--- config.mk ---
export PLATFORM = sky130hd
export DESIGN_NAME = accel_readout
export DESIGN_NICKNAME = d
export VERILOG_FILES = /design/src/design/accel_pkg.sv /design/src/design/accel_readout.sv /design/src/design/axis_filter.sv
export VERILOG_INCLUDE_DIRS = /design/src /design/src/design
export SDC_FILE = /design/constraint.sdc
export NUM_CORES = 2
export LEC_CHECK = 0
export ABC_AREA = 1
export BUFFER_PORTS_ARGS = -buffer_cell sky130_fd_sc_hd__clkbuf_2
export CORE_UTILIZATION = 45
export DETAILED_ROUTE_END_ITERATION = 7
export PLACE_DENSITY_LB_ADDON = 0.3
export SETUP_SLACK_MARGIN = 0.02
export SLEW_MARGIN = 30
export SYNTH_ARGS = -nofsm -noshare
export SYNTH_HDL_FRONTEND = slang
export SYNTH_SLANG_ARGS = --single-unit
--- constraint.sdc ---
create_clock -name core_clk_i -period 6.58 [get_ports core_clk_i]
set_clock_uncertainty 0.1 [all_clocks]
set_input_delay 1.316 -clock core_clk_i [delete_from_list [all_inputs] [get_ports core_clk_i]]
set_output_delay 1.316 -clock core_clk_i [all_outputs]
set_load 0.05 [all_outputs]
--- src/design/accel_consts.svh ---
// Constants for the accelerometer readout core: rates, dividers, register offsets.
// Assumes a 20 MHz core clock; included by the readout core and the host master model.
`ifndef ACCEL_CONSTS_SVH
`define ACCEL_CONSTS_SVH

// -----------------------------------------------------------------
// Clock rates and derived divider counts
// -----------------------------------------------------------------
`define CORE_CLK_HZ   20000000
`define AMP_CLK_HZ    61500
`define ADC_CLK_HZ    20500
`define AMP_DIV       (`CORE_CLK_HZ / `AMP_CLK_HZ)
`define ADC_PER_AMP   (`AMP_CLK_HZ / `ADC_CLK_HZ)
`define RATE_MIN_HZ   40
`define RATE_MAX_HZ   2560
`define DEC_MAX       (`ADC_CLK_HZ / `RATE_MIN_HZ)

// -----------------------------------------------------------------
// Host port
// -----------------------------------------------------------------
`define SLAVE_ADDR    7'h1D
`define ADDR_WHO      7'h0F
`define ADDR_STATUS   7'h27
`define ADDR_OUT_BASE 7'h28
`define ADDR_OUT_LAST 7'h2D

// -----------------------------------------------------------------
// Trim storage
// -----------------------------------------------------------------
`define TRIM_WORDS    3'h6
`define TRIM_SHIFT    7
`define ZERO_SHIFT    4

`endif

--- src/design/accel_pkg.sv ---
// Types shared by the accelerometer readout core.
// Assumes accel_consts.svh sits on the include path.
package accel_pkg;

    typedef enum logic [2:0] {
        PORT_IDLE     = 3'b000,
        PORT_ADDR     = 3'b001,
        PORT_SUB      = 3'b010,
        PORT_DATA_IN  = 3'b011,
        PORT_DATA_OUT = 3'b100,
        PORT_IGNORE   = 3'b101
    } port_state_type;

    typedef enum logic [1:0] {
        EVT_NONE      = 2'b00,
        EVT_WAKE      = 2'b01,
        EVT_FREE_FALL = 2'b10,
        EVT_DIRECTION = 2'b11
    } event_sel_type;

endpackage

--- src/design/accel_readout.sv ---
// Accelerometer readout core: conversion timing, filters, trim load, events, host port.
// Assumes all inputs synchronous to core_clk_i; pads resolved outside from the enables.
`timescale 1ns/1ps
`include "accel_consts.svh"

// Notes on behaviour
// RULE1 - chip select high I2C, low SPI
// RULE2 - clock and data pads shared by both
// RULE3 - 3-wire SPI reads drive the data pad
// RULE4 - otherwise reads drive data-out, data pad input
// RULE5 - three converters; amplifier and converter tick rates
// RULE6 - each bit stream filtered into words
// RULE7 - word rate set by decimation ratio
// RULE8 - data ready on each new three-axis set
// RULE9 - wake, direction, free-fall interrupts on enabled axes
// RULE10 - trim copied from storage at power-up
// RULE11 - sub-address: seven address bits, top auto-increments; SPI uses six, bit 6 auto-increments
// RULE12 - host repeats start before an I2C read
// RULE13 - no data ready or interrupt before trim
module accel_readout
    import accel_pkg::*;
#(
    parameter logic [7:0] WHO_VALUE = 8'h5A  // Arbitrary identity value
)(
    input  wire logic              core_clk_i,
    input  wire logic              srst_i,
    input  wire logic              cs_i,
    input  wire logic              serial_port_clock_i,
    input  wire logic              sda_i,
    output logic                   sda_o,
    output logic                   sda_oe_o,
    output logic                   sdo_o,
    output logic                   sdo_oe_o,
    input  wire logic              three_wire_i,
    input  wire logic [1:0]        decimation_ratio_i,
    input  wire logic [2:0]        axis_en_i,
    input  wire logic [2:0]        sd_bit_i,
    output logic                   amp_clk_o,
    output logic                   adc_clk_o,
    output logic [2:0]             nvm_addr_o,
    input  wire logic [7:0]        nvm_data_i,
    input  wire event_sel_type     event_sel_i,
    input  wire logic [14:0]       threshold_i,
    input  wire logic              int_ack_i,
    output logic                   int_o,
    output logic                   data_ready_o
);
    // -----------------------------------------------------------------
    // Declarations
    // -----------------------------------------------------------------
    logic [8:0]         amp_cnt, next_amp_cnt;
    logic [1:0]         adc_ph, next_adc_ph;
    logic [9:0]         dec_cnt, next_dec_cnt;
    logic               set_pend, next_set_pend;
    logic               next_amp_clk, next_adc_clk, next_int;
    logic [2:0]         prev_sign, next_prev_sign;
    logic [9:0]         ratio;
    logic               dump;
    logic               event_hit;
    logic [2:0]         boot_idx, next_boot_idx;
    logic               boot_done, next_boot_done;
    logic [7:0]         trim [6];
    logic [7:0]         next_trim [6];
    logic signed [15:0] raw [3];
    logic signed [15:0] acc [3];
    logic [2:0]         over, under;
    port_state_type     state, next_state;
    logic [3:0]         cnt, next_cnt;
    logic [7:0]         sreg, next_sreg, tx, next_tx, read_byte;
    logic [6:0]         reg_addr, next_reg_addr;
    logic               auto_inc, next_auto_inc, ack_pend, next_ack_pend;
    logic               out_bit, next_out_bit, out_en, next_out_en;
    logic               scl_q, sda_q, cs_q, next_data_ready;
    logic               scl_rise, scl_fall;

    // -----------------------------------------------------------------
    // Trim load from non-volatile storage
    // -----------------------------------------------------------------
    always_comb begin
        next_trim      = trim;
        next_boot_idx  = boot_idx;
        next_boot_done = boot_done;
        if (!boot_done) begin  // see RULE10
            if (boot_idx != 3'h0) begin
                next_trim[boot_idx - 3'h1] = nvm_data_i;
            end
            if (boot_idx == `TRIM_WORDS) begin
                next_boot_done = 1'b1;
            end else begin
                next_boot_idx = boot_idx + 3'h1;
            end
        end
    end

    always_ff @(posedge core_clk_i) begin
        if (srst_i) begin
            boot_idx  <= 3'h0;
            boot_done <= 1'b0;
            trim      <= '{default: 8'h00};
        end else begin
            boot_idx  <= next_boot_idx;
            boot_done <= next_boot_done;
            trim      <= next_trim;
        end
    end

    assign nvm_addr_o = boot_idx;

    // -----------------------------------------------------------------
    // Per-axis filter and trim correction
    // -----------------------------------------------------------------
    assign ratio = 10'(`DEC_MAX) >> {decimation_ratio_i, 1'b0};  // see RULE7
    assign dump  = next_adc_clk && (dec_cnt == ratio - 10'h001);

    for (genvar a = 0; a < 3; a++) begin : g_axis
        logic signed [16:0] diff;
        logic signed [25:0] prod;
        axis_filter u_filter (  // see RULE5, see RULE6
            .core_clk_i   (core_clk_i),
            .srst_i       (srst_i),
            .bit_strobe_i (next_adc_clk),
            .bit_i        (sd_bit_i[a]),
            .dump_i       (dump),
            .ratio_sel_i  (decimation_ratio_i),
            .ratio_i      (ratio),
            .word_o       (raw[a])
        );
        assign diff     = 17'(raw[a]) - (17'($signed(trim[a + 3])) <<< `ZERO_SHIFT);
        assign prod     = 26'(diff) * $signed({18'h00000, trim[a]});
        assign acc[a]   = 16'(prod >>> `TRIM_SHIFT);
        assign over[a]  = axis_en_i[a] && (acc[a] > $signed({1'b0, threshold_i}));
        assign under[a] = !axis_en_i[a] || (acc[a] < $signed({1'b0, threshold_i})
                          && acc[a] > -$signed({1'b0, threshold_i}));
    end

    // -----------------------------------------------------------------
    // Conversion timing, data sets and events
    // -----------------------------------------------------------------
    always_comb begin
        next_amp_cnt = (amp_cnt == 9'(`AMP_DIV - 1)) ? 9'h000 : amp_cnt + 9'h001;
        next_amp_clk = (amp_cnt == 9'(`AMP_DIV - 1));  // see RULE5
        next_adc_ph  = adc_ph;
        next_adc_clk = 1'b0;
        if (next_amp_clk) begin
            next_adc_ph  = (adc_ph == 2'(`ADC_PER_AMP - 1)) ? 2'h0 : adc_ph + 2'h1;
            next_adc_clk = (adc_ph == 2'(`ADC_PER_AMP - 1));
        end
        next_dec_cnt = dec_cnt;
        if (next_adc_clk) begin
            next_dec_cnt = dump ? 10'h000 : dec_cnt + 10'h001;  // see RULE7
        end
        next_set_pend  = dump;
        next_prev_sign = set_pend ? {acc[2][15], acc[1][15], acc[0][15]} : prev_sign;
        case (event_sel_i)  // see RULE9
            EVT_WAKE:      event_hit = |over;
            EVT_FREE_FALL: event_hit = (&under) && (|axis_en_i);
            EVT_DIRECTION: event_hit = |(axis_en_i & (prev_sign ^
                                         {acc[2][15], acc[1][15], acc[0][15]}));
            default:       event_hit = 1'b0;
        endcase
        next_int = int_ack_i ? 1'b0 : int_o;
        if (set_pend && boot_done && event_hit) begin  // see RULE9, see RULE13
            next_int = 1'b1;
        end
    end

    always_ff @(posedge core_clk_i) begin
        if (srst_i) begin
            amp_cnt   <= 9'h000;
            adc_ph    <= 2'h0;
            dec_cnt   <= 10'h000;
            set_pend  <= 1'b0;
            amp_clk_o <= 1'b0;
            adc_clk_o <= 1'b0;
            prev_sign <= 3'h0;
            int_o     <= 1'b0;
        end else begin
            amp_cnt   <= next_amp_cnt;
            adc_ph    <= next_adc_ph;
            dec_cnt   <= next_dec_cnt;
            set_pend  <= next_set_pend;
            amp_clk_o <= next_amp_clk;
            adc_clk_o <= next_adc_clk;
            prev_sign <= next_prev_sign;
            int_o     <= next_int;
        end
    end

    // -----------------------------------------------------------------
    // Host port, shared I2C and SPI engine
    // -----------------------------------------------------------------
    assign scl_rise = serial_port_clock_i && !scl_q;
    assign scl_fall = !serial_port_clock_i && scl_q;

    always_comb begin
        case (reg_addr)
            `ADDR_WHO:           read_byte = WHO_VALUE;
            `ADDR_STATUS:        read_byte = {7'h00, data_ready_o};
            `ADDR_OUT_BASE:      read_byte = acc[0][7:0];
            `ADDR_OUT_BASE + 7'h01: read_byte = acc[0][15:8];
            `ADDR_OUT_BASE + 7'h02: read_byte = acc[1][7:0];
            `ADDR_OUT_BASE + 7'h03: read_byte = acc[1][15:8];
            `ADDR_OUT_BASE + 7'h04: read_byte = acc[2][7:0];
            `ADDR_OUT_LAST:      read_byte = acc[2][15:8];
            default:             read_byte = 8'h00;
        endcase
    end

    always_comb begin
        next_state = state;  next_cnt = cnt;  next_sreg = sreg;  next_tx = tx;
        next_reg_addr = reg_addr;  next_auto_inc = auto_inc;  next_ack_pend = ack_pend;
        next_out_bit = out_bit;  next_out_en = out_en;  next_data_ready = data_ready_o;
        if (!cs_i) begin  // see RULE1
            if (cs_q) begin
                next_state  = PORT_SUB;
                next_cnt    = 4'h0;
                next_out_en = 1'b0;
            end else if (scl_rise) begin  // see RULE2
                next_sreg = {sreg[6:0], sda_i};
                next_cnt  = (cnt == 4'h7) ? 4'h0 : cnt + 4'h1;
                if (cnt == 4'h7 && state == PORT_SUB) begin
                    next_reg_addr = {1'b0, next_sreg[5:0]};
                    next_auto_inc = next_sreg[6];
                    next_state    = next_sreg[7] ? PORT_DATA_OUT : PORT_DATA_IN;
                end else if (cnt == 4'h7 && auto_inc) begin
                    next_reg_addr = reg_addr + 7'h01;
                end
            end
        end else if (!cs_q) begin
            next_state  = PORT_IDLE;
            next_out_en = 1'b0;
        end else if (serial_port_clock_i && scl_q && sda_q != sda_i) begin
            next_state    = sda_i ? PORT_IDLE : PORT_ADDR;  // see RULE12
            next_cnt      = 4'h0;
            next_out_en   = 1'b0;
            next_ack_pend = 1'b0;
        end else if (scl_rise && state != PORT_IDLE && state != PORT_IGNORE) begin
            if (cnt == 4'h8) begin
                next_cnt      = 4'h0;
                next_ack_pend = 1'b0;
                if (state == PORT_DATA_OUT && !ack_pend && sda_i) begin
                    next_state = PORT_IGNORE;
                end
            end else begin
                next_sreg = {sreg[6:0], sda_i};
                next_cnt  = cnt + 4'h1;
                if (cnt == 4'h7) begin
                    next_ack_pend = (state != PORT_DATA_OUT);
                    case (state)
                        PORT_ADDR: begin
                            if (next_sreg[7:1] == `SLAVE_ADDR) begin
                                next_state = next_sreg[0] ? PORT_DATA_OUT : PORT_SUB;
                            end else begin
                                next_state    = PORT_IGNORE;
                                next_ack_pend = 1'b0;
                            end
                        end
                        PORT_SUB: begin  // see RULE11
                            next_reg_addr = next_sreg[6:0];
                            next_auto_inc = next_sreg[7];
                            next_state    = PORT_DATA_IN;
                        end
                        default: begin
                            next_reg_addr = auto_inc ? reg_addr + 7'h01 : reg_addr;
                        end
                    endcase
                end
            end
        end
        if (scl_fall && cs_i && cnt == 4'h8) begin
            next_out_en  = ack_pend;
            next_out_bit = 1'b0;
        end else if (scl_fall && state == PORT_DATA_OUT && cs_i == cs_q) begin
            next_out_en  = 1'b1;
            next_out_bit = (cnt == 4'h0) ? read_byte[7] : tx[7];
            next_tx      = (cnt == 4'h0) ? {read_byte[6:0], 1'b0} : {tx[6:0], 1'b0};
            if (cnt == 4'h0 && reg_addr == `ADDR_OUT_LAST) begin
                next_data_ready = 1'b0;
            end
        end else if (scl_fall && cs_i) begin
            next_out_en = 1'b0;
        end
        if (set_pend && boot_done) begin  // see RULE8, see RULE13
            next_data_ready = 1'b1;
        end
    end

    always_ff @(posedge core_clk_i) begin
        if (srst_i) begin
            state <= PORT_IDLE;  cnt <= 4'h0;  sreg <= 8'h00;  tx <= 8'h00;
            reg_addr <= 7'h00;  auto_inc <= 1'b0;  ack_pend <= 1'b0;
            out_bit <= 1'b0;  out_en <= 1'b0;  data_ready_o <= 1'b0;
            scl_q <= 1'b1;  sda_q <= 1'b1;  cs_q <= 1'b1;
        end else begin
            state <= next_state;  cnt <= next_cnt;  sreg <= next_sreg;  tx <= next_tx;
            reg_addr <= next_reg_addr;  auto_inc <= next_auto_inc;
            ack_pend <= next_ack_pend;  out_bit <= next_out_bit;  out_en <= next_out_en;
            data_ready_o <= next_data_ready;
            scl_q <= serial_port_clock_i;  sda_q <= sda_i;  cs_q <= cs_i;
        end
    end

    assign sda_o    = cs_i ? 1'b0 : out_bit;  // see RULE2
    // Drive only once the registered select agrees, so a stale bit never leaks across modes
    assign sda_oe_o = cs_i ? (cs_q && out_en && !out_bit)
                           : (!cs_q && three_wire_i && out_en);  // see RULE3
    assign sdo_o    = out_bit;
    assign sdo_oe_o = !cs_i && !cs_q && !three_wire_i && out_en;  // see RULE4
endmodule

--- src/design/axis_filter.sv ---
// Reconstruction filter for one axis: counts converter ones over a decimation window.
// Assumes bit strobes at the converter rate and a dump strobe on the window's last bit.
`timescale 1ns/1ps
module axis_filter
    import accel_pkg::*;
(
    input  wire logic              core_clk_i,
    input  wire logic              srst_i,
    input  wire logic              bit_strobe_i,
    input  wire logic              bit_i,
    input  wire logic              dump_i,
    input  wire logic [1:0]        ratio_sel_i,
    input  wire logic [9:0]        ratio_i,
    output logic signed [15:0]     word_o
);
    logic [9:0]         ones;
    logic [9:0]         next_ones;
    logic signed [15:0] next_word;
    logic [9:0]         total;
    logic signed [15:0] centred;

    // -----------------------------------------------------------------
    // Integrate and dump
    // -----------------------------------------------------------------
    always_comb begin
        total     = ones + {9'h000, bit_strobe_i & bit_i};
        centred   = $signed({5'h00, total, 1'b0}) - $signed({6'h00, ratio_i});
        next_ones = bit_strobe_i ? total : ones;
        next_word = word_o;
        if (dump_i) begin
            next_ones = 10'h000;
            next_word = centred <<< (4'h5 + {1'b0, ratio_sel_i, 1'b0});
        end
    end

    always_ff @(posedge core_clk_i) begin
        if (srst_i) begin
            ones   <= 10'h000;
            word_o <= 16'sh0000;
        end else begin
            ones   <= next_ones;
            word_o <= next_word;
        end
    end
endmodule

# Word level (Yosys, flattened, before mapping)

Index checks and enable logic that the tools add are counted.

Bitwise operators: 9
Shift-type cells: 4
Add/sub/neg operators: 19
Order comparisons: 11
Equality and inequality tests: 41
Multipliers: 3
Reductions and logical operators: 79
Multiplexer cells: 85

Operators with widths:

| kind                                                            | number |
|---|---|
| 7-bit 2-to-1 mux                                                | 18 |
| 16-bit greater-than comparator                                  | 6 |
| 17-bit by 9-bit multiplier with 23-bit output                   | 3 |
| 8-bit case mux with 8 select lines                              | 1 |
| 16-bit by 12-bit subtractor with 17-bit output                  | 3 |
| 7-bit by 6-bit == test with 1-bit output, second input constant | 7 |
| 48-bit bitwise mux                                              | 1 |
| 16-bit less-than comparator                                     | 3 |
| 16-bit by 4-bit <<< shifter with 16-bit output                  | 3 |
| 3-bit 2-to-1 mux                                                | 13 |
| 1-bit 2-to-1 mux                                                | 36 |
| 11-bit by 10-bit subtractor with 12-bit output                  | 3 |
| 1-bit logical AND                                               | 33 |
| 4-bit 2-to-1 mux                                                | 8 |
| 10-bit by 1-bit adder with 10-bit output                        | 3 |
| 8-bit demux with 3-bit select                                   | 1 |
| 3-bit nonzero test                                              | 6 |
| 8-bit 2-to-1 mux                                                | 2 |
| 15-bit negation with 16-bit output                              | 1 |
| 7-bit case mux with 2 select lines                              | 1 |
| 2-bit nonzero test                                              | 7 |
| 6-bit by 2-bit != test with 1-bit output, second input constant | 2 |
| 6-bit AND reduction                                             | 2 |
| 10-bit by 1-bit adder with 10-bit output, second input constant | 1 |
| other kinds (52)                                                | 87 |

Word-level logic and storage cells: 286
Bits of input ports: 40
Flip-flop bits (word level): 195

# Depth between registers and ports, before layout

Word-level depth: 10
Gate-level depth with buffers: 48
Mapped depth without buffers: 48

# By module

Synthesis repeated with hierarchy kept, for this count alone.

Cell total of the unflattened synthesis: 4181
Area total of the unflattened synthesis: 28547.4 um^2

Modules (own cells, without submodules):

| module                               | sequential area each (um^2) | area an instance (um^2) | cells each | instances |
|---|---|---|---|---|
| accel_readout                        | 2322.2                      | 22860.7                 | 3241       | 1 |
| axis_filter (g_axis[0].u_filter ...) | 500.5                       | 1916.8                  | 319        | 2 |
| axis_filter (g_axis[2].u_filter)     | 500.5                       | 1853.0                  | 302        | 1 |

# Least setup slack after synthesis

OpenSTA, ideal clock, no wires.

Path type: register -> register
Start: reg g_axis[0].u_filter.word_o[4]
End: reg int_o
Data arrival time: 7.050 ns
Clock period less this slack: 7.218 ns
Cell stages (with the launch flop): 44
Path buffers: 0
Path slack: -0.638 ns
Setup time: 0.067 ns
Data required time: 6.413 ns
Cells stage by stage: dfxtp_1 > inv_1 > ha_1 > fa_1 > o21ai_2 > a21oi_1 > inv_1 > a21oi_1 > o21ai_0 > xor2_1 > nand2_1 > fa_1 > inv_1 > fa_1 > fa_1 > inv_1 > fa_1 > inv_1 > [... 8 more ...] > nand2_1 > a21oi_1 > o21ai_0 > xor2_1 > inv_1 > ha_1 > nand2_1 > nor4_1 > a221oi_1 > nand2_1 > o211ai_1 > inv_1 > nand2_1 > a21oi_2 > nand2_1 > nand2_1 > nand2_1 > a21oi_2

Longest elaborated chain between the ends: 10
Elaborated cells between the ends (all ways): 18

Ends and longest elaborated chain:

| what                                                                          | RTL line                                   | source |
|---|---|---|
| start, declared                                                               | axis_filter.sv:14                          | `output logic signed [15:0] word_o` |
| start signal, assigned                                                        | axis_filter.sv:42                          | `word_o <= next_word;` |
| 16-bit by 12-bit subtractor with 17-bit output (*)                            | accel_readout.sv:128                       | `` assign diff = 17'(raw[a]) - (17'($signed(trim[a + 3])) <<< `ZERO_SHIFT); `` |
| 17-bit by 9-bit multiplier with 23-bit output (*)                             | accel_readout.sv:129                       | `assign prod = 26'(diff) * $signed({18'h00000, trim[a]});` |
| 16-bit less-than comparator or 16-bit greater-than comparator (tied branches) | accel_readout.sv:132, accel_readout.sv:133 |  |
| 1-bit logical AND                                                             | accel_readout.sv:133                       | `&& acc[a] > -$signed({1'b0, threshold_i}));` |
| 1-bit logical OR                                                              | accel_readout.sv:132                       | `assign under[a] = !axis_en_i[a] \|\| (acc[a] < $signed({1'b0, threshold_i})` |
| 3-bit AND reduction                                                           | accel_readout.sv:156                       | `EVT_FREE_FALL: event_hit = (&under) && (\|axis_en_i);` |
| 1-bit logical AND                                                             | accel_readout.sv:156                       |  |
| 1-bit case mux with 3 select lines (*)                                        | accel_readout.sv:154                       | `case (event_sel_i)` |
| 1-bit logical AND (*)                                                         | accel_readout.sv:162                       | `if (set_pend && boot_done && event_hit) begin` |
| 1-bit 2-to-1 mux or 2-bit nonzero test (tied branches)                        | n/a                                        |  |
| end signal, assigned                                                          | accel_readout.sv:185                       | `int_o <= next_int;` |
| end, declared                                                                 | accel_readout.sv:45                        | `output logic int_o,` |

Every way passes the cells marked *; elsewhere a longest branch is shown, timed or not.
A chain may end at the register's enable or synchronous reset.

# Worst setup path after layout

Start: reg g_axis[2].u_filter.word_o[4]
End: reg int_o

Longest elaborated chain between the ends: 10
Elaborated cells between the ends (all ways): 18

Ends and longest elaborated chain:

| what                                                                          | RTL line |
|---|---|
| start, declared                                                               | axis_filter.sv:14 |
| start signal, assigned                                                        | axis_filter.sv:42 |
| 16-bit by 12-bit subtractor with 17-bit output (*)                            | accel_readout.sv:128 |
| 17-bit by 9-bit multiplier with 23-bit output (*)                             | accel_readout.sv:129 |
| 16-bit less-than comparator or 16-bit greater-than comparator (tied branches) | accel_readout.sv:132, accel_readout.sv:133 |
| 1-bit logical AND                                                             | accel_readout.sv:133 |
| 1-bit logical OR                                                              | accel_readout.sv:132 |
| 3-bit AND reduction                                                           | accel_readout.sv:156 |
| 1-bit logical AND                                                             | accel_readout.sv:156 |
| 1-bit case mux with 3 select lines (*)                                        | accel_readout.sv:154 |
| 1-bit logical AND (*)                                                         | accel_readout.sv:162 |
| 1-bit 2-to-1 mux or 2-bit nonzero test (tied branches)                        | n/a |

Marks and branches as above.

==> impl_metrics.tcl <==
set metrics [dict create \
    status "finished with violations" \
    violations "negative setup slack" \
    io-pin-count 51 \
    grt_use_total_pct 25.1 \
    clk_latency_ns 0.48 \
    io_buffer_count 50 \
    gp_congestion 1.04 \
    drc 0 \
    place_hpwl_um 58300 \
    slew_headroom_pct 32.4 \
    die_h_um 239 \
    drt-vias-per-instance 4.93 \
    dp.cells 4731 \
    hold_viol 0 \
    totalWireLength_um 69100 \
    ys_seq_area_share_pct 14.9 \
    nets 4591 \
    syn_to_final_growth_pct 22.5 \
    avgSynthCellArea_um2 7.14 \
    die_area_mm2 0.0571 \
    busiest_layer "met2" \
    cp_top_family "adder cells" \
    cp.arrival_ns 7.60 \
    tightestPinTransition_ns 1.01 \
    cts_tree "done" \
    mappedNetlistNets 4112 \
    cts_root_buf "clkbuf_16" \
    vdd_ir_drop_max_mv 0.211 \
    power_density_mw_per_mm2 188 \
    fillers 5305 \
    globalRouteOverflowTotal 0 \
    tns_ns -0.705 \
    cp_max_fo 4 \
    startpoint_type "flip-flop" \
    core_mm2 0.0553 \
    cts.path.max_buffers 2 \
    dieWidth_um 239 \
    drtAntennaViolNets 0 \
    most-common-layout-cells "765 x inv_1, 629 x nand2_1, 479 x buf_4, 377 x nor2_1, 262 x fa_1" \
    syn_inst 3535 \
    hold_ws_ns 0.347 \
    layout_setup_ws_ns -0.705 \
    htreeDepth 4 \
    r2r_start "g_axis[2].u_filter.word_o[4]" \
    worstPathRequired_ns 6.89 \
    yosysWarnings 0 \
    slowest_stage "fa_1" \
    cts_buffers 17 \
    synthArstFlopShare_pct 0 \
    layout_commonest_cell "inv_1" \
    cp_common_cell "nand2_1" \
    grt_max_degree 78 \
    slew_violations 0 \
    drt-initial-drc-count 1472 \
    reg2reg_slack_ns -0.70 \
    grt_pass1_vias 23069 \
    worst-path-buf-inv 8 \
    min_from "amp_cnt[0]" \
    place_ws_ns -0.918 \
    hold_path_depth 1 \
    grtUsageMet3_pct 4.01 \
    wl_per_cell_um 14.5 \
    use_met2_pct 41.3 \
    diodes 0 \
    yosysUniqueCellTypes 64 \
    path_class "flip-flop to flip-flop" \
    critPathCaptureType "flip-flop" \
    fp-row-count 86 \
    fin_crit_ns 7.28 \
    reg2reg_to "int_o" \
    grt_antenna_before_repair 1 \
    initial_core_util_pct 45.6 \
    synthesis.area_mm2 0.0252 \
    setup_violations 1 \
    reg2regPathDepth 44 \
    ys.flop_type "dfxtp_1" \
    power.leakage_nw 16.1 \
    final_cells 4774 \
    synth_edf_count 0 \
    max_freq_ghz 0.137 \
    finalCoreUtilization_pct 55.9 \
    synth.ff_latch_count 188 \
    min_to "amp_cnt[0]" \
    hold_path_class "flip-flop to flip-flop" \
    vias 23512 \
    finalCritPeriodShare_pct 111 \
    clkSinkCount 188 \
    grt_first_pass_wirelength_um 115000 \
    drv_cap 0 \
    first_pass_iters 8 \
    grt_setup_unrepaired "yes" \
    crit_path_max_incr_delay_ns 0.55 \
    drive_above_1_share_pct 18.4 \
    clk_pin_slew_worst_paths_ns 0.09 \
    grt_use_met1_pct 33.6 \
]
-- metal layers --
metal  part of all wire [%]  up-vias
li1                       -    11997
met1                     46    10856
met2                     45      546
met3                    5.7      111
met4                    2.7        2
met5                  0.027        -
-- how the worst max path moves through the flow --
| stage | start | to | slack (ns) | cells past startpoint |
|---|---|---|---|---|
| after floorplan | g_axis[2].u_filter.word_o[4] | int_o | -0.34 | 42 |
| after global placement | g_axis[2].u_filter.word_o[4] | int_o | -0.79 | 43 |
| after detailed placement | g_axis[2].u_filter.word_o[4] | int_o | -0.92 | 44 |
| after CTS | g_axis[2].u_filter.word_o[4] | int_o | -0.65 | 44 |
| after global routing | trim[10] | int_o | -1.16 | 48 |
| final | g_axis[2].u_filter.word_o[4] | int_o | -0.70 | 44 |
-- Yosys cell counts (8+ instances only) --
| cell | instances | area [um^2] |
|---|---|---|
| nand4_1 | 38 | 238 |
| fa_1 | 264 | 5290 |
| nand2_1 | 641 | 2410 |
| a21oi_1 | 229 | 1150 |
| inv_1 | 782 | 2940 |
| dfxtp_1 | 188 | 3760 |
| a22o_1 | 10 | 87.6 |
| o21ai_1 | 10 | 50.1 |
| nor3_1 | 56 | 280 |
| or2_2 | 9 | 56.3 |
| a31oi_1 | 16 | 100 |
| nor4_1 | 17 | 106 |
| o21bai_1 | 8 | 60.1 |
| ha_1 | 273 | 3420 |
| clkinv_1 | 10 | 37.5 |
| o21ai_0 | 144 | 721 |
| clkbuf_1 | 60 | 225 |
| o221ai_1 | 10 | 87.6 |
| o211ai_1 | 19 | 143 |
| a211oi_1 | 15 | 113 |
| xnor2_1 | 35 | 307 |
| buf_2 | 8 | 40.0 |
| inv_2 | 9 | 33.8 |
| nand2_2 | 18 | 113 |
| nor2_1 | 385 | 1450 |
| xor2_1 | 84 | 736 |
| nand3_1 | 97 | 485 |
| o21a_1 | 9 | 67.6 |
-- timing repair --
action                                  in CTS  in global routing
hold buffers                                 0                  0
setup buffers                                7                  6
resized for setup                           15                 80
pin swaps                                   15                 50
endpoints found under the setup margin       2                 10
-- registers in the layout, summed over array words and instances (netlist names), 2 cells and up --
register / flops
sreg: 7
amp_cnt: 9
prev_sign: 3
g_axis.u_filter.word_o: 42
state: 3
tx: 7
trim: 48
cnt: 4
nvm_addr_o: 3
dec_cnt: 10
adc_ph: 2
reg_addr: 7
g_axis.u_filter.ones: 30
-- metrics by stage --
stage	cell area [um^2]	power (W)
after floorplan	25400	0.00309
after detailed placement	29800	0.00463
after global placement	29800	0.00458
after CTS	30600	0.00573
final	30900	0.00583
after global routing	30900	0.00631
-- report_power, final --
group          total, W  switching, W  leakage, nW  internal (W)
clock network   0.00106      0.000553        0.280      0.000506
registers       0.00121     0.0000313         1.52       0.00117
logic           0.00356       0.00196         14.3       0.00161
total           0.00583       0.00254         16.1       0.00329
-- cell type report --
class | instances | area (um^2) | share of cell area (%)
clock buffers | 17 | 425 | 1.38
clock inverters | 14 | 156 | 0.506
inverters | 801 | 3010 | 9.72
multi-input cells | 2475 | 18800 | 60.7
flip-flops and latches | 188 | 3770 | 12.2
well taps | 748 | 936 | 3.03
repair buffers | 531 | 3870 | 12.5
-- logic make-up after synthesis --
kind of cell / synth area share [%]
muxes: 0.0793
xor gates and xnor gates: 4.13
and+or+nand+nor: 21.5
buffers and inverters: 13.0
DFF: 14.9
AOI/OAI and AO/OA: 11.9
adders and majority gates: 34.5
No activity file was read; power rests on OpenSTA's default activity.
